`config.mk`:
```
export PLATFORM = sky130hd
export DESIGN_NAME = down_timer_triple_pwm
export DESIGN_NICKNAME = d
export VERILOG_FILES = /design/src/rtl/down_timer_pkg.sv /design/src/rtl/down_timer_triple_pwm.sv
export SDC_FILE = /design/constraint.sdc
export NUM_CORES = 1
export LEC_CHECK = 0
export BUFFER_PORTS_ARGS = -buffer_cell sky130_fd_sc_hd__buf_2
export CORE_UTILIZATION = 40
export CTS_CLUSTER_SIZE = 8
export DETAILED_ROUTE_END_ITERATION = 10
export SETUP_SLACK_MARGIN = 0.02
export SLEW_MARGIN = 20
export SYNTH_ARGS = -nofsm -noshare
export SYNTH_HDL_FRONTEND = slang
export SYNTH_SLANG_ARGS = --single-unit
```
`constraint.sdc`:
```
create_clock -name hclk -period 7.5 [get_ports hclk]
set_input_delay 0.375 -clock hclk [delete_from_list [all_inputs] [get_ports hclk]]
set_output_delay 0.375 -clock hclk [all_outputs]
set_load 0.01 [all_outputs]
```
`src/rtl/down_timer_pkg.sv`:
```
// register map, field positions and reset values of the down timer
package down_timer_pkg;
   // ************************************************************
   // register byte offsets
   // ************************************************************
   localparam logic [7:0] OFS_TIMER_CTRL_A = 8'h00;
   localparam logic [7:0] OFS_TIMER_CTRL_B = 8'h04;
   localparam logic [7:0] OFS_RELOAD_LOW = 8'h08;
   localparam logic [7:0] OFS_SHARED_HIGH = 8'h0c;
   localparam logic [7:0] OFS_CH_A_DUTY = 8'h10;
   localparam logic [7:0] OFS_CH_B_CTRL = 8'h14;
   localparam logic [7:0] OFS_CH_B_DUTY = 8'h18;
   localparam logic [7:0] OFS_CH_C_CTRL = 8'h1c;
   localparam logic [7:0] OFS_CH_C_DUTY = 8'h20;
   localparam logic [7:0] OFS_CH_C_HIGH = 8'h24;
   localparam logic [7:0] OFS_IRQ_REG_TWO = 8'h28;
   localparam logic [7:0] OFS_PRESCALE_READ = 8'h2c;
   localparam logic [7:0] OFS_GLOBAL_IRQ = 8'h30;
   // ************************************************************
   // field positions
   // ************************************************************
   localparam int BIT_RUN = 0;
   localparam int BIT_RELOAD = 1;
   localparam int BIT_ONESHOT = 2;
   localparam int BIT_POL = 6;
   localparam int BIT_OEN = 7;
   localparam int BIT_SRC = 5;
   localparam int BIT_EDGE = 4;
   localparam int BIT_PS_EN_N = 3;
   localparam int BIT_UF_FLAG = 4;
   localparam int BIT_UF_IE = 0;
   localparam int BIT_RELOAD_HI = 4;
   localparam int BIT_B_HI = 2;
   localparam int BIT_A_HI = 0;
   // ************************************************************
   // reset and special values
   // ************************************************************
   localparam logic [7:0] RST_CTRL = 8'h00;
   localparam logic [7:0] RST_CTRL_B = 8'h08;
   localparam logic [9:0] RST_COUNT = 10'h3ff;
   localparam logic [9:0] FREE_RUN_START = 10'h3ff;
endpackage : down_timer_pkg

```
`src/rtl/down_timer_triple_pwm.sv`:
```
// 10-bit down timer with prescaler and three shared-frame pwm channels
//
// The register offsets and the AHB-Lite register port are this design's own decisions.
`timescale 1ns/1ps
`default_nettype none
// Notes on behaviour
// - 10-bit down counter behind programmable prescaler
// - reload buffered, applied at underflow while running
// - stopped: low byte write loads counter
// - reading timer returns live count
// - run bit starts and stops counting
// - source select: pin or instruction clock
// - edge select: falling when one
// - prescaler enable low, ratio 1:2..1:256
// - prescaler count readable
// - one-shot counts down once then stops
// - free-run restarts from reload or 0x3ff
// - underflow flag sticky, gated interrupt request
// - channel a enable drives chosen pin
// - channel a polarity select
// - duty zero never active, high bits shared
// - channel a duty applied at underflow
// - channel b mirrors a, high bits 3:2
// - channel c mirrors a, own high register
// - channels b, c duty applied at underflow
module down_timer_triple_pwm
   import down_timer_pkg::*;
#(
   parameter int CNT_W = 10
) (
   input wire logic hclk,
   input wire logic hresetn,
   input wire logic hsel,
   input wire logic [7:0] haddr,
   input wire logic [1:0] htrans,
   input wire logic hwrite,
   input wire logic [2:0] hsize,
   input wire logic [31:0] hwdata,
   input wire logic hready,
   output logic [31:0] hrdata,
   output logic hreadyout,
   output logic hresp,
   input wire logic ext_count_pin,
   input wire logic [2:0] pin_sel,
   output logic irq_req,
   output logic [2:0] pwm_level,
   output logic [5:0] pin_out,
   output logic [5:0] pin_oe
);
   import down_timer_pkg::*;

   // ************************************************************
   // bus slave
   // ************************************************************
   logic wr_pend_r;
   logic [7:0] wr_addr_r;
   logic [31:0] rdata_r;
   logic [7:0] ctrl_a_r, ctrl_b_r, ch_b_ctrl_r, ch_c_ctrl_r;
   logic [7:0] reload_low_r, shared_high_r, ch_c_high_r;
   logic [7:0] duty_a_low_r, duty_b_low_r, duty_c_low_r;
   logic [9:0] duty_a_r, duty_b_r, duty_c_r;
   logic [CNT_W-1:0] count_r;
   logic [7:0] ps_count_r;
   logic uf_flag_r, uf_ie_r, gie_r;
   logic underflow;
   logic wr_now;
   logic rd_take;

   assign hreadyout = 1'b1;
   assign hresp = 1'b0;
   assign rd_take = hsel && hready && htrans[1] && !hwrite;
   assign wr_now = wr_pend_r;

   function automatic logic is_wr(input logic [7:0] ofs, input logic [7:0] a,
                                  input logic p);
      is_wr = p && (a == ofs);
   endfunction : is_wr

   always_ff @(posedge hclk or negedge hresetn) begin
      if (!hresetn) begin
         wr_pend_r <= 1'b0;
         wr_addr_r <= 8'h00;
      end else begin
         wr_pend_r <= hsel && hready && htrans[1] && hwrite;
         wr_addr_r <= haddr;
      end
   end

   always_ff @(posedge hclk or negedge hresetn) begin
      if (!hresetn) begin
         ctrl_a_r <= RST_CTRL;
         ctrl_b_r <= RST_CTRL_B;
         ch_b_ctrl_r <= RST_CTRL;
         ch_c_ctrl_r <= RST_CTRL;
         reload_low_r <= RST_COUNT[7:0];
         shared_high_r <= {2'b00, RST_COUNT[9:8], 4'h0};
         ch_c_high_r <= 8'h00;
         duty_a_low_r <= 8'h00;
         duty_b_low_r <= 8'h00;
         duty_c_low_r <= 8'h00;
         uf_ie_r <= 1'b0;
         gie_r <= 1'b0;
      end else if (wr_now) begin
         if (is_wr(OFS_TIMER_CTRL_A, wr_addr_r, 1'b1)) ctrl_a_r <= hwdata[7:0];
         if (is_wr(OFS_TIMER_CTRL_B, wr_addr_r, 1'b1)) ctrl_b_r <= hwdata[7:0];
         if (is_wr(OFS_CH_B_CTRL, wr_addr_r, 1'b1)) ch_b_ctrl_r <= hwdata[7:0];
         if (is_wr(OFS_CH_C_CTRL, wr_addr_r, 1'b1)) ch_c_ctrl_r <= hwdata[7:0];
         if (is_wr(OFS_RELOAD_LOW, wr_addr_r, 1'b1)) reload_low_r <= hwdata[7:0];
         if (is_wr(OFS_SHARED_HIGH, wr_addr_r, 1'b1)) shared_high_r <= {2'b00, hwdata[5:0]};
         if (is_wr(OFS_CH_C_HIGH, wr_addr_r, 1'b1)) ch_c_high_r <= {6'h00, hwdata[1:0]};
         if (is_wr(OFS_CH_A_DUTY, wr_addr_r, 1'b1)) duty_a_low_r <= hwdata[7:0];
         if (is_wr(OFS_CH_B_DUTY, wr_addr_r, 1'b1)) duty_b_low_r <= hwdata[7:0];
         if (is_wr(OFS_CH_C_DUTY, wr_addr_r, 1'b1)) duty_c_low_r <= hwdata[7:0];
         if (is_wr(OFS_IRQ_REG_TWO, wr_addr_r, 1'b1)) uf_ie_r <= hwdata[BIT_UF_IE];
         if (is_wr(OFS_GLOBAL_IRQ, wr_addr_r, 1'b1)) gie_r <= hwdata[0];
      end
   end

   // read data registered at address phase; bus answers with zero waits
   always_ff @(posedge hclk or negedge hresetn) begin
      if (!hresetn) begin
         rdata_r <= 32'h0000_0000;
      end else if (rd_take) begin
         case (haddr)
            OFS_TIMER_CTRL_A: rdata_r <= {24'h0, ctrl_a_r};
            OFS_TIMER_CTRL_B: rdata_r <= {24'h0, ctrl_b_r};
            OFS_RELOAD_LOW: rdata_r <= {24'h0, count_r[7:0]};
            OFS_SHARED_HIGH: rdata_r <= {26'h0, count_r[9:8], shared_high_r[3:0]};
            OFS_CH_A_DUTY: rdata_r <= {24'h0, duty_a_low_r};
            OFS_CH_B_CTRL: rdata_r <= {24'h0, ch_b_ctrl_r};
            OFS_CH_B_DUTY: rdata_r <= {24'h0, duty_b_low_r};
            OFS_CH_C_CTRL: rdata_r <= {24'h0, ch_c_ctrl_r};
            OFS_CH_C_DUTY: rdata_r <= {24'h0, duty_c_low_r};
            OFS_CH_C_HIGH: rdata_r <= {24'h0, ch_c_high_r};
            OFS_IRQ_REG_TWO: rdata_r <= {27'h0, uf_flag_r, 3'b000, uf_ie_r};
            OFS_PRESCALE_READ: rdata_r <= {24'h0, ps_count_r};
            OFS_GLOBAL_IRQ: rdata_r <= {31'h0, gie_r};
            default: rdata_r <= 32'h0000_0000;
         endcase
      end
   end
   assign hrdata = rdata_r;

   // ************************************************************
   // clock source, edge and prescaler
   // ************************************************************
   logic pin_s1_r, pin_s2_r, pin_s3_r;
   logic src_tick;
   logic ps_tick;
   logic run;
   logic [8:0] ps_limit;

   always_ff @(posedge hclk or negedge hresetn) begin
      if (!hresetn) begin
         pin_s1_r <= 1'b0;
         pin_s2_r <= 1'b0;
         pin_s3_r <= 1'b0;
      end else begin
         pin_s1_r <= ext_count_pin;
         pin_s2_r <= pin_s1_r;
         pin_s3_r <= pin_s2_r;
      end
   end

   assign run = ctrl_a_r[BIT_RUN];
   always_comb begin
      if (ctrl_b_r[BIT_SRC]) begin
         if (ctrl_b_r[BIT_EDGE]) src_tick = pin_s3_r && !pin_s2_r;
         else src_tick = !pin_s3_r && pin_s2_r;
      end else begin
         src_tick = 1'b1;
      end
   end

   // ratio field n divides by 2^(n+1)
   assign ps_limit = 9'(9'h002 << ctrl_b_r[2:0]);

   always_ff @(posedge hclk or negedge hresetn) begin
      if (!hresetn) begin
         ps_count_r <= 8'h00;
      end else if (!run || ctrl_b_r[BIT_PS_EN_N]) begin
         ps_count_r <= 8'h00;
      end else if (src_tick) begin
         if ({1'b0, ps_count_r} == 9'(ps_limit - 9'h001)) ps_count_r <= 8'h00;
         else ps_count_r <= ps_count_r + 8'h01;
      end
   end

   assign ps_tick = run && src_tick &&
      (ctrl_b_r[BIT_PS_EN_N] || ({1'b0, ps_count_r} == 9'(ps_limit - 9'h001)));

   // ************************************************************
   // down counter
   // ************************************************************
   logic [9:0] reload_val;
   logic low_wr;
   logic [9:0] duty_a_buf, duty_b_buf, duty_c_buf;

   assign reload_val = {shared_high_r[BIT_RELOAD_HI +: 2], reload_low_r};
   assign low_wr = is_wr(OFS_RELOAD_LOW, wr_addr_r, wr_now);
   assign underflow = ps_tick && (count_r == '0);

   always_ff @(posedge hclk or negedge hresetn) begin
      if (!hresetn) begin
         count_r <= RST_COUNT;
      end else if (!run) begin
         if (low_wr) count_r <= {shared_high_r[BIT_RELOAD_HI +: 2], hwdata[7:0]};
      end else if (ps_tick) begin
         if (count_r != '0) count_r <= count_r - 1'b1;
         else if (ctrl_a_r[BIT_ONESHOT]) count_r <= count_r;
         else if (ctrl_a_r[BIT_RELOAD]) count_r <= reload_val;
         else count_r <= FREE_RUN_START;
      end
   end

   // one-shot end is recorded in oneshot_done_r, which blocks further flag sets; the run bit stays set
   logic oneshot_done_r;
   always_ff @(posedge hclk or negedge hresetn) begin
      if (!hresetn) oneshot_done_r <= 1'b0;
      else if (is_wr(OFS_TIMER_CTRL_A, wr_addr_r, wr_now)) oneshot_done_r <= 1'b0;
      else if (underflow && ctrl_a_r[BIT_ONESHOT]) oneshot_done_r <= 1'b1;
   end

   // ************************************************************
   // underflow flag; set wins over a software clear
   // ************************************************************
   always_ff @(posedge hclk or negedge hresetn) begin
      if (!hresetn) uf_flag_r <= 1'b0;
      else if (underflow && !oneshot_done_r) uf_flag_r <= 1'b1;
      else if (is_wr(OFS_IRQ_REG_TWO, wr_addr_r, wr_now) && !hwdata[BIT_UF_FLAG])
         uf_flag_r <= 1'b0;
   end
   assign irq_req = uf_flag_r && uf_ie_r && gie_r;

   // ************************************************************
   // pwm channels: duty latched at underflow, shared frame
   // ************************************************************
   assign duty_a_buf = {shared_high_r[BIT_A_HI +: 2], duty_a_low_r};
   assign duty_b_buf = {shared_high_r[BIT_B_HI +: 2], duty_b_low_r};
   assign duty_c_buf = {ch_c_high_r[1:0], duty_c_low_r};

   always_ff @(posedge hclk or negedge hresetn) begin
      if (!hresetn) begin
         duty_a_r <= 10'h000;
         duty_b_r <= 10'h000;
         duty_c_r <= 10'h000;
      end else if (underflow || !run) begin
         duty_a_r <= duty_a_buf;
         duty_b_r <= duty_b_buf;
         duty_c_r <= duty_c_buf;
      end
   end

   // ticks elapsed in frame: frame starts at reload value, or at 0x3ff in free-run; duty assumed <= frame
   logic [9:0] elapsed_r;
   always_ff @(posedge hclk or negedge hresetn) begin
      if (!hresetn) elapsed_r <= 10'h000;
      else if (!run || underflow) elapsed_r <= 10'h000;
      else if (ps_tick) elapsed_r <= elapsed_r + 10'h001;
   end

   function automatic logic pwm_out(input logic [9:0] duty, input logic [9:0] el,
                                    input logic low);
      pwm_out = (el < duty) ^ low;
   endfunction : pwm_out

   logic [2:0] level_r;
   always_ff @(posedge hclk or negedge hresetn) begin
      if (!hresetn) begin
         level_r <= 3'b000;
      end else begin
         level_r[0] <= pwm_out(duty_a_r, elapsed_r, ctrl_a_r[BIT_POL]);
         level_r[1] <= pwm_out(duty_b_r, elapsed_r, ch_b_ctrl_r[BIT_POL]);
         level_r[2] <= pwm_out(duty_c_r, elapsed_r, ch_c_ctrl_r[BIT_POL]);
      end
   end
   assign pwm_level = level_r;

   // each channel owns pins 2k and 2k+1; pin_sel picks one
   logic [2:0] oen;
   assign oen = {ch_c_ctrl_r[BIT_OEN], ch_b_ctrl_r[BIT_OEN], ctrl_a_r[BIT_OEN]};
   always_comb begin
      pin_out = 6'h00;
      pin_oe = 6'h00;
      for (int k = 0; k < 3; k++) begin
         pin_out[2*k + int'(pin_sel[k])] = level_r[k];
         pin_oe[2*k + int'(pin_sel[k])] = oen[k];
      end
   end

   // ************************************************************
   // checks
   // ************************************************************
   property p_flag_on_uf;
      @(posedge hclk) disable iff (!hresetn)
         (underflow && !oneshot_done_r) |=> uf_flag_r;
   endproperty
   a_flag_on_uf: assert property (p_flag_on_uf) else $error("flag not set");

   // a bus write in the same cycle may change a mask, so it is left out
   property p_irq;
      @(posedge hclk) disable iff (!hresetn)
         (underflow && !oneshot_done_r && uf_ie_r && gie_r && !wr_now) |=> irq_req;
   endproperty
   a_irq: assert property (p_irq) else $error("irq mismatch");

   property p_count_dec;
      @(posedge hclk) disable iff (!hresetn)
         (run && ps_tick && count_r != '0) |=> count_r == $past(count_r) - 1'b1;
   endproperty
   a_count_dec: assert property (p_count_dec) else $error("count not decremented");

   property p_hold_stopped;
      @(posedge hclk) disable iff (!hresetn)
         (!run && !low_wr) |=> $stable(count_r);
   endproperty
   a_hold_stopped: assert property (p_hold_stopped) else $error("count moved stopped");

   property p_load_stopped;
      @(posedge hclk) disable iff (!hresetn)
         (!run && low_wr) |=> count_r[7:0] == $past(hwdata[7:0]);
   endproperty
   a_load_stopped: assert property (p_load_stopped) else $error("no immediate load");

   property p_free_run;
      @(posedge hclk) disable iff (!hresetn)
         (run && underflow && !ctrl_a_r[BIT_ONESHOT] && !ctrl_a_r[BIT_RELOAD])
            |=> count_r == FREE_RUN_START;
   endproperty
   a_free_run: assert property (p_free_run) else $error("free run start wrong");

   property p_oneshot;
      @(posedge hclk) disable iff (!hresetn)
         (run && underflow && ctrl_a_r[BIT_ONESHOT]) |=> count_r == '0;
   endproperty
   a_oneshot: assert property (p_oneshot) else $error("one shot restarted");

   property p_duty_hold;
      @(posedge hclk) disable iff (!hresetn)
         (run && !underflow) |=> $stable(duty_a_r);
   endproperty
   a_duty_hold: assert property (p_duty_hold) else $error("duty changed mid frame");

   property p_zero_duty;
      @(posedge hclk) disable iff (!hresetn)
         (duty_a_r == 10'h000 && !ctrl_a_r[BIT_POL]) |=> !level_r[0];
   endproperty
   a_zero_duty: assert property (p_zero_duty) else $error("zero duty active");

   property p_reload_uf;
      @(posedge hclk) disable iff (!hresetn)
         (run && underflow && !ctrl_a_r[BIT_ONESHOT] && ctrl_a_r[BIT_RELOAD])
            |=> count_r == $past(reload_val);
   endproperty
   a_reload_uf: assert property (p_reload_uf) else $error("reload not applied");

   property p_pin_route;
      @(posedge hclk) disable iff (!hresetn)
         ctrl_a_r[BIT_OEN] |-> (pin_oe[pin_sel[0]] && (pin_out[pin_sel[0]] == level_r[0]));
   endproperty
   a_pin_route: assert property (p_pin_route) else $error("channel a pin not driven");

   // an underflow in the same cycle keeps the flag, so it is excluded
   property p_flag_clear;
      @(posedge hclk) disable iff (!hresetn)
         (is_wr(OFS_IRQ_REG_TWO, wr_addr_r, wr_now) && !hwdata[BIT_UF_FLAG] && !underflow)
            |=> !uf_flag_r;
   endproperty
   a_flag_clear: assert property (p_flag_clear) else $error("flag not cleared");

   c_underflow: cover property (@(posedge hclk) disable iff (!hresetn) underflow);
   c_irq: cover property (@(posedge hclk) disable iff (!hresetn) irq_req);
   c_pwm_edge: cover property (@(posedge hclk) disable iff (!hresetn) $fell(level_r[0]));
   c_oneshot: cover property (@(posedge hclk) disable iff (!hresetn) $rose(oneshot_done_r));
endmodule : down_timer_triple_pwm
`default_nettype wire

```
* Yosys cells after proc, flatten, opt, wreduce, memory -nomap -nowiden
Index checks and enable logic that the tools add are counted.
Operators by class: bitwise logic cells 5, reductions and logical operators 51, magnitude comparators 9, multiplexer cells 28, equal/unequal tests 26, add/subtract/negate cells 6, shift-type cells 1
Operator list (count):
- $pmux 8 s13 | 1
- $mux 10 | 8
- $eq 8x6->1 const B | 9
- $eq 8x5->1 const B | 8
- $eq 8x4->1 const B | 4
- $lt 10x10->1 | 3
- $bwmux 6 | 4
- $mux 8 | 3
- $reduce_and 2->1 | 12
- $logic_and 1x1->1 | 20
- $eq 8x3->1 const B | 2
- $logic_not 8->1 | 2
- $and 6x2->6 | 2
- $add 10x1->10 const B | 1
- $logic_not 10->1 | 1
- $reduce_bool 10->1 | 1
- $reduce_bool 2->1 | 5
- $sub 10x1->10 const B | 1
- $eq 8x9->1 | 1
- $mux 1 | 9
- $shl 2x3->9 const A | 1
- $sub 9x1->9 const B | 1
- $add 8x1->8 const B | 1
- $demux 1 s3 | 2
- other kinds (15) | 24
Storage, ports and cells: input bits 54, word-level logic and storage cells 153, flip-flop bits (word level) 181, output and inout bits 50

* Logic depth before layout (Yosys ltp)
Gate-level depths: netlist of run 1.
word-level depth 10, depth in mapped cells 10, mapped depth without buffers 9

* Worst setup path before layout of run 1
Ideal clock, no wire load.
path type reg-to-reg, start point reg ctrl_b_r[2], end point reg duty_a_r[0], cell stages (with the launch flop) 11, arrival 2.326 ns, period minus slack after synthesis 2.451 ns, buffers on the path 3, library setup time 0.125 ns, required time 7.375 ns, setup slack 5.049 ns, path through dfrtp_1 buf_2 or4_1 a21boi_1 o21ai_1 nor2_2 o21ai_4 o21ai_2 buf_6 buf_6 mux2_4
Between the ends: cells in the longest elaborated chain, start to end 7
RTL lines:
- start: declaration | line down_timer_triple_pwm.sv:58 | logic [7:0] ctrl_a_r, ctrl_b_r, ch_b_ctrl_r, ch_c_ctrl_r;
- start signal: assignment | line down_timer_triple_pwm.sv:105 | if (is_wr(OFS_TIMER_CTRL_B, wr_addr_r, 1'b1)) ctrl_b_r <= hwdata[7:0];
- $shl 2x3->9 | line down_timer_triple_pwm.sv:176 | assign ps_limit = 9'(9'h002 << ctrl_b_r[2:0]);
- $sub 9x1->9 | line down_timer_triple_pwm.sv:190 | (ctrl_b_r[BIT_PS_EN_N] || ({1'b0, ps_count_r} == 9'(ps_limit - 9'h001)));
- $eq 8x9->1 | line down_timer_triple_pwm.sv:190
- $logic_or 1x1->1 | line down_timer_triple_pwm.sv:190
- $logic_and 1x1->1 | line down_timer_triple_pwm.sv:189 | assign ps_tick = run && src_tick &&
- $logic_and 1x1->1 | line down_timer_triple_pwm.sv:201 | assign underflow = ps_tick && (count_r == '0);
- $logic_or 1x1->1 | line down_timer_triple_pwm.sv:247 | end else if (underflow || !run) begin
- end signal: assignment | line down_timer_triple_pwm.sv:248 | duty_a_r <= duty_a_buf;
- end: declaration | line down_timer_triple_pwm.sv:61 | logic [9:0] duty_a_r, duty_b_r, duty_c_r;
No other way between the ends. A chain may end at the register's enable or synchronous reset.

* Worst setup path in the final report of run 1
start point reg count_r[0], end point reg duty_c_r[3]
Between the ends: cells in the longest elaborated chain, start to end 3
RTL lines:
- start: declaration | line down_timer_triple_pwm.sv:62 | logic [CNT_W-1:0] count_r;
- start signal: assignment | line down_timer_triple_pwm.sv:207 | if (low_wr) count_r <= {shared_high_r[BIT_RELOAD_HI +: 2], hwdata[7:0]};
- start signal: assignment | line down_timer_triple_pwm.sv:209 | if (count_r != '0) count_r <= count_r - 1'b1;
- start signal: assignment | line down_timer_triple_pwm.sv:210 | else if (ctrl_a_r[BIT_ONESHOT]) count_r <= count_r;
- $logic_not 10->1 | line down_timer_triple_pwm.sv:201
- $logic_and 1x1->1 | line down_timer_triple_pwm.sv:201
- $logic_or 1x1->1 | line down_timer_triple_pwm.sv:247
- end signal: assignment | line down_timer_triple_pwm.sv:250 | duty_c_r <= duty_c_buf;
- end: declaration | line down_timer_triple_pwm.sv:61
No other way between the ends.

==> flow_metrics.tcl, run 1 <==
set metrics [dict create \
    grt_max_degree 101 \
    fmax_mhz 308.7 \
    ant_nets 0 \
    vias_per_cell 5.448 \
    cts_inserted_buffers 17 \
    root_buffer "clkbuf_16" \
    synth_seq_area_share 0.4695 \
    overflow 0 \
    nets 882 \
    synthFlopType "dfrtp_1" \
    io_buffer_count 49 \
    grt_pass1_wl_mm 33.16 \
    startpoint_type "register" \
    routabilityCongestion 0.8890 \
    cts_resized 0 \
    fp.dieH_um 147.1 \
    vdd_ir_drop_max_mv 0.1342 \
    utilization 0.4577 \
    crit_required_ns 7.81 \
    synth_cell_types 68 \
    fin_skew_ns 0.006083 \
    yosys_warnings 0 \
    dpl.hpwl_mm 14.29 \
    first_pass_iters 5 \
    hp-class "in2reg" \
    antenna_found_initial 0 \
    slew_headroom 0.2615 \
    coreArea_um2 20430 \
    syn_area_um2 8424 \
    syn_avg_cell_area_um2 11.03 \
    cp.arrival_ns 3.55 \
    drv_cap 0 \
    grt_util_all_layers 0.2049 \
    rsz0062_at_grt "false" \
    place_area_um2 8762 \
    status "finished clean" \
    layout-drive-gt1-share 0.2790 \
    cts.reportedPaths.clkPinSlew_ns 0.06 \
    io_pins 104 \
    postCtsHoldBufs 0 \
    diodes 0 \
    syn_inst 764 \
    layout_setup_ws_ns 4.260 \
    area_delta_synth_final_pct 11.01 \
    hold_viol_final 0 \
    grt_pass1_vias 5604 \
    pwr_density_cell_nw_per_um2 278.9 \
    finalMaxSlewViolations 0 \
    tns_ns 0 \
    fin_area_um2 9351 \
    ctsLongestPathBuffers 2 \
    wirelength_mm 20.74 \
    initial_utilization 0.4124 \
    pre_cts_ws_ns 4.289 \
    die-area_um2 21650 \
    num_rows 52 \
    drtIter0Drc 378 \
    wl_per_cell_um 19.21 \
    drc 0 \
    post-route-min-period_ns 3.240 \
    finalSetupViolCount 0 \
    synth_seq_cells 157 \
    post_cts_buffers 0 \
    clock_latency_ns 0.43 \
    worst_pin_slew_ns 1.104 \
    period_share 0.4320 \
    async_flop_share 1.000 \
    num_vias 5884 \
    die_w_um 147.1 \
    cts_tree "built" \
    synth-edff-count 0 \
    critPathKind "reg2reg" \
    timing.hold.ws_ns 0.04635 \
    p_leak_nw 4.253 \
    worst_setup_path_end_kind "register" \
    crit_fanout 38 \
    h-tree-depth 4 \
    clkSinkCount 157 \
]
## stage by stage
step / power [mW] / instances
floorplan: 1.545 / 788
global placement: 1.746 / 1049
detailed placement: 1.757 / 1049
CTS: 2.628 / 1080
global route: 2.765 / 1080
finish: 2.608 / 1080
## cells in the final DEF, fill, tap and decap left out, types with 4 or more instances in the layout
cell | netlist | final
dfrtp_1 | 136 | 136
mux2_2 | 97 | 97
nor2_1 | 59 | 57
buf_2 | 3 | 48
o21ai_0 | 40 | 40
nand2_1 | 36 | 36
a21oi_1 | 34 | 34
inv_1 | 32 | 32
ha_1 | 30 | 30
conb_1 | 2 | 26
dfstp_2 | 21 | 21
clkbuf_16 | 0 | 17
mux2i_1 | 15 | 15
nand2b_1 | 14 | 14
nor2b_1 | 13 | 13
xor2_1 | 13 | 13
mux2_4 | 12 | 12
and2_1 | 11 | 11
a21o_1 | 10 | 10
nand3_1 | 10 | 10
and3_1 | 9 | 9
nor3_1 | 8 | 8
nand4_1 | 7 | 7
a22oi_1 | 6 | 6
o21a_1 | 5 | 5
nor3b_1 | 5 | 5
a31oi_1 | 5 | 5
mux4_2 | 5 | 5
clkinvlp_4 | 0 | 5
a211o_1 | 4 | 4
xnor2_1 | 4 | 4
o31ai_1 | 4 | 4
a211oi_1 | 4 | 4
nor4_1 | 4 | 4
clkinv_2 | 0 | 4
## cells in the mapped netlist, types with 4 or more instances
| cell type | number | area share |
|---|---|---|
| a211o_1 | 4 | 0.0042 |
| inv_1 | 32 | 0.014 |
| dfrtp_1 | 136 | 0.40 |
| dfstp_2 | 21 | 0.065 |
| o31ai_1 | 4 | 0.0036 |
| buf_6 | 5 | 0.0067 |
| nor2_1 | 59 | 0.026 |
| o21a_1 | 5 | 0.0045 |
| mux2_4 | 12 | 0.021 |
| o21ai_0 | 40 | 0.024 |
| a21o_1 | 10 | 0.0089 |
| nand3_1 | 10 | 0.0059 |
| a21oi_1 | 34 | 0.020 |
| nor2b_1 | 13 | 0.0097 |
| buf_4 | 26 | 0.023 |
| buf_1 | 6 | 0.0027 |
| and3_1 | 9 | 0.0067 |
| xnor2_1 | 4 | 0.0042 |
| nand2b_1 | 14 | 0.010 |
| mux2i_1 | 15 | 0.018 |
| and2_1 | 11 | 0.0082 |
| a22oi_1 | 6 | 0.0053 |
| a211oi_1 | 4 | 0.0036 |
| xor2_1 | 13 | 0.014 |
| mux2_2 | 97 | 0.13 |
| nand2_1 | 36 | 0.016 |
| nand4_1 | 7 | 0.0052 |
| mux4_2 | 5 | 0.013 |
| ha_1 | 30 | 0.045 |
| nor4_1 | 4 | 0.0030 |
| a31oi_1 | 5 | 0.0037 |
| clkbuf_1 | 20 | 0.0089 |
| nor3b_1 | 5 | 0.0045 |
| nor3_1 | 8 | 0.0048 |
## area by class of cell
| class | instances | area [um2] |
|---|---|---|
| timing repair buffer | 51 | 266.5 |
| clock buffer | 20 | 466.7 |
| fill | 1947 | 11080 |
| multi-input combinational | 538 | 4084 |
| sequential | 157 | 3955 |
| tap | 270 | 337.8 |
| clock inverter | 11 | 117.6 |
| inverter | 33 | 123.9 |
## flip-flops by register name, summed over array words and instances, names as in the netlist, 6 cells and up
name / count
ch_b_ctrl_r: 8
ch_c_ctrl_r: 8
count_r: 10
ctrl_a_r: 8
ctrl_b_r: 8
duty_a_low_r: 8
duty_a_r: 10
duty_b_low_r: 8
duty_b_r: 10
duty_c_low_r: 8
duty_c_r: 10
elapsed_r: 10
hrdata: 8
ps_count_r: 8
reload_low_r: 8
shared_high_r: 6
wr_addr_r: 8
## worst max-delay path, stage by stage, from the launching register on
cell and delay, ns:
dfstp_2 0.39, inv_1 0.09, ha_1 0.19, or4b_1 0.51, or2_1 0.30, nand2b_1 0.44
o21ai_4 0.24, buf_4 0.51, mux2_2 0.41
## where the power goes
part,leakage (nW),switching (mW),internal (mW),total (mW)
logic,1.95,0.369,0.291,0.659
clock network,0.276,0.351,0.511,0.862
registers,2.02,0.123,0.963,1.09
total,4.25,0.843,1.76,2.61
## cells by family after synthesis
group / count (synthesis) / share of synthesized area
AOI/OAI and AO/OA: 140 / 0.1075
muxes: 129 / 0.1822
DFF: 157 / 0.4695
buffers and inverters: 93 / 0.05792
and+or+nand+nor: 196 / 0.1197
adders and majority gates: 30 / 0.04456
other: 2 / 0.0008915
xor gates and xnor gates: 17 / 0.01767
## per-layer routing
layer  share of wire  vias to the layer above  global-route usage
met5               0                        -                   0
met4           0.019                        0             0.06959
met3           0.067                       29             0.04410
met2            0.43                      209              0.2983
met1            0.48                     2892              0.3000
li1                -                     2754                   -
## path summary, 6_finish.rpt
check,startpoint,to,slack [ns],depth (start not counted)
worst max-delay path,count_r[0]$_DFFE_PN1P_,duty_c_r[3]$_DFFE_PN0P_,4.26,8
worst min-delay path,ext_count_pin,pin_s1_r$_DFF_PN0_,0.05,1
worst max register to register,count_r[0]$_DFFE_PN1P_,duty_c_r[3]$_DFFE_PN0P_,4.26,8
worst min register to register,pin_s1_r$_DFF_PN0_,pin_s2_r$_DFF_PN0_,0.35,0
max in group asynchronous,hresetn,duty_c_r[6]$_DFFE_PN0P_,6.15,2
min in group asynchronous,hresetn,ctrl_a_r[6]$_DFFE_PN0P_,0.07,1
No activity file was read; power rests on OpenSTA's default activity.
==> run 2: changes to the inputs <==
Clock period 7.5 ns to 2.95 ns, I/O delays scaled along.
==> flow_metrics.tcl, run 2 (same netlist as run 1, synthesis figures left out) <==
set metrics [dict create \
    fmax_mhz 374.4 \
    hold_viol_final 0 \
    n_fill_cell 1895 \
    pre_cts_ws_ns 0.3092 \
    crit_fanout 38 \
    grt_util_all_layers 0.2031 \
    vdd_ir_drop_max_mv 0.3881 \
    utilization 0.4709 \
    vias_per_cell 5.396 \
    layout-drive-gt1-share 0.2867 \
    dp.cells 1067 \
    path_delay_family "simple AND/OR/NAND/NOR gates" \
    first_pass_iters 5 \
    antenna_found_initial 1 \
    nets 908 \
    cts_tree "built" \
    layout_setup_ws_ns 0.2789 \
    pwr_density_cell_nw_per_um2 705.1 \
    diodes 0 \
    critPathKind "reg2reg" \
    fin_area_um2 9620 \
    grt_pass1_wl_mm 33.05 \
    drtIter0Drc 482 \
    cts_inserted_buffers 17 \
    worst_pin_slew_ns 0.7652 \
    grt_pass1_vias 5708 \
    status "finished clean" \
    area_delta_synth_final_pct 14.20 \
    coreArea_um2 20430 \
    worstPathCellList "inv_1 -> ha_1 -> or4b_1 -> or2_1 -> nand2b_1 -> o21ai_4 -> buf_12 -> mux2_2" \
    worst_path_max_delay_cell "or4b_1" \
    worst_setup_path_end_kind "register" \
    die_w_um 147.1 \
    num_vias 5973 \
    io_buffer_count 49 \
    fin_skew_ns 0.005703 \
    timing.hold.ws_ns 0.03406 \
    slew_headroom 0.4880 \
    fp.dieH_um 147.1 \
    tns_ns 0 \
    swShare 0.3132 \
    pwr-share-seq 0.408 \
    grt_max_degree 69 \
    p_int_mw 4.659 \
    layout_commonest_cell "dfrtp_1" \
    rsz0062_at_grt "false" \
    final_cell_mix "dfrtp_1 (136), mux2_2 (97), nor2_1 (59), buf_2 (48), o21ai_0 (40)" \
    place_area_um2 8922 \
    initial_utilization 0.4124 \
    crit_buf_inv 2 \
    ctsLongestPathBuffers 2 \
    wl_per_cell_um 18.69 \
    cts.reportedPaths.clkPinSlew_ns 0.06 \
    num_rows 52 \
    ant_nets 0 \
    startpoint_type "register" \
    max_stage_delay_ns 0.53 \
    overflow 0 \
    cts_resized 0 \
    wirelength_mm 20.69 \
    period_share 0.9055 \
    power.total_mw 6.783 \
    p_sw_mw 2.125 \
    crit_required_ns 3.25 \
    drc 0 \
    root_buffer "clkbuf_16" \
    hp-class "in2reg" \
    die-area_um2 21650 \
    clkSinkCount 157 \
    drv_cap 0 \
    finalSetupViolCount 0 \
    pwr-share-comb 0.254 \
    clock_latency_ns 0.42 \
    h-tree-depth 4 \
    io_pins 104 \
    dpl.hpwl_mm 14.47 \
    finalMaxSlewViolations 0 \
    clkPwrFrac 0.339 \
    p_leak_nw 4.395 \
    routabilityCongestion 0.8894 \
    cp.arrival_ns 2.98 \
    post-route-min-period_ns 2.671 \
    instances_no_fill 1107 \
]
run 2: cell types whose count changed in the layout (fill, tap and decap cells not counted), sizes merged:
| cell | before | now |
|---|---|---|
| buf | 51 | 69 |
| dlygate4sd3 | 0 | 8 |
| bufinv | 2 | 4 |
| clkinv | 5 | 3 |
| clkbuf | 20 | 21 |
run 2: cell type report:
type                    instances  area (um2)  area share
multi-input cells             538        4079      0.4240
flip-flops and latches        157        3955      0.4111
repair buffers                 77       506.7     0.05267
clock buffers                  21       450.4     0.04682
well taps                     270       337.8     0.03512
clock inverters                11       167.7     0.01743
inverters                      33       123.9     0.01288
run 2: timing repair:
item / in CTS / in global routing
setup buffers: 0 / 0
endpoints found under the hold margin: 56 / 0
hold buffers: 8 / 0
run 2: metal layers:
metal	up-vias	track usage	part of all wire	routed length (um)
li1	2804	-	-	-
met5	-	0	0	0
met3	27	0.03168	0.052	1068
met1	2933	0.2875	0.48	9960
met2	209	0.3134	0.44	9206
met4	0	0.07474	0.022	453
run 2: power groups by stage:
stage	Combinational [mW]	Sequential [mW]	Clock, mW
after floorplan	1.27	2.66	0
after global placement	1.68	2.80	0
after detailed placement	1.70	2.80	0
after CTS	1.73	2.77	2.34
after global routing	1.94	2.81	2.43
final	1.72	2.76	2.30
run 2: final timing paths:
path                                             start                      end  slack [ns]  cells after the start
worst min-delay path                              hsel         wr_now$_DFF_PN0_        0.03                      2
worst max register to register  count_r[0]$_DFFE_PN1P_  duty_c_r[7]$_DFFE_PN0P_        0.28                      8
worst max-delay path            count_r[0]$_DFFE_PN1P_  duty_c_r[7]$_DFFE_PN0P_        0.28                      8
min in group asynchronous                      hresetn  ctrl_a_r[2]$_DFFE_PN0P_        0.30                      2
worst min register to register      pin_s1_r$_DFF_PN0_       pin_s2_r$_DFF_PN0_        0.35                      0
max in group asynchronous                      hresetn  ctrl_b_r[3]$_DFFE_PN1P_        1.84                      3
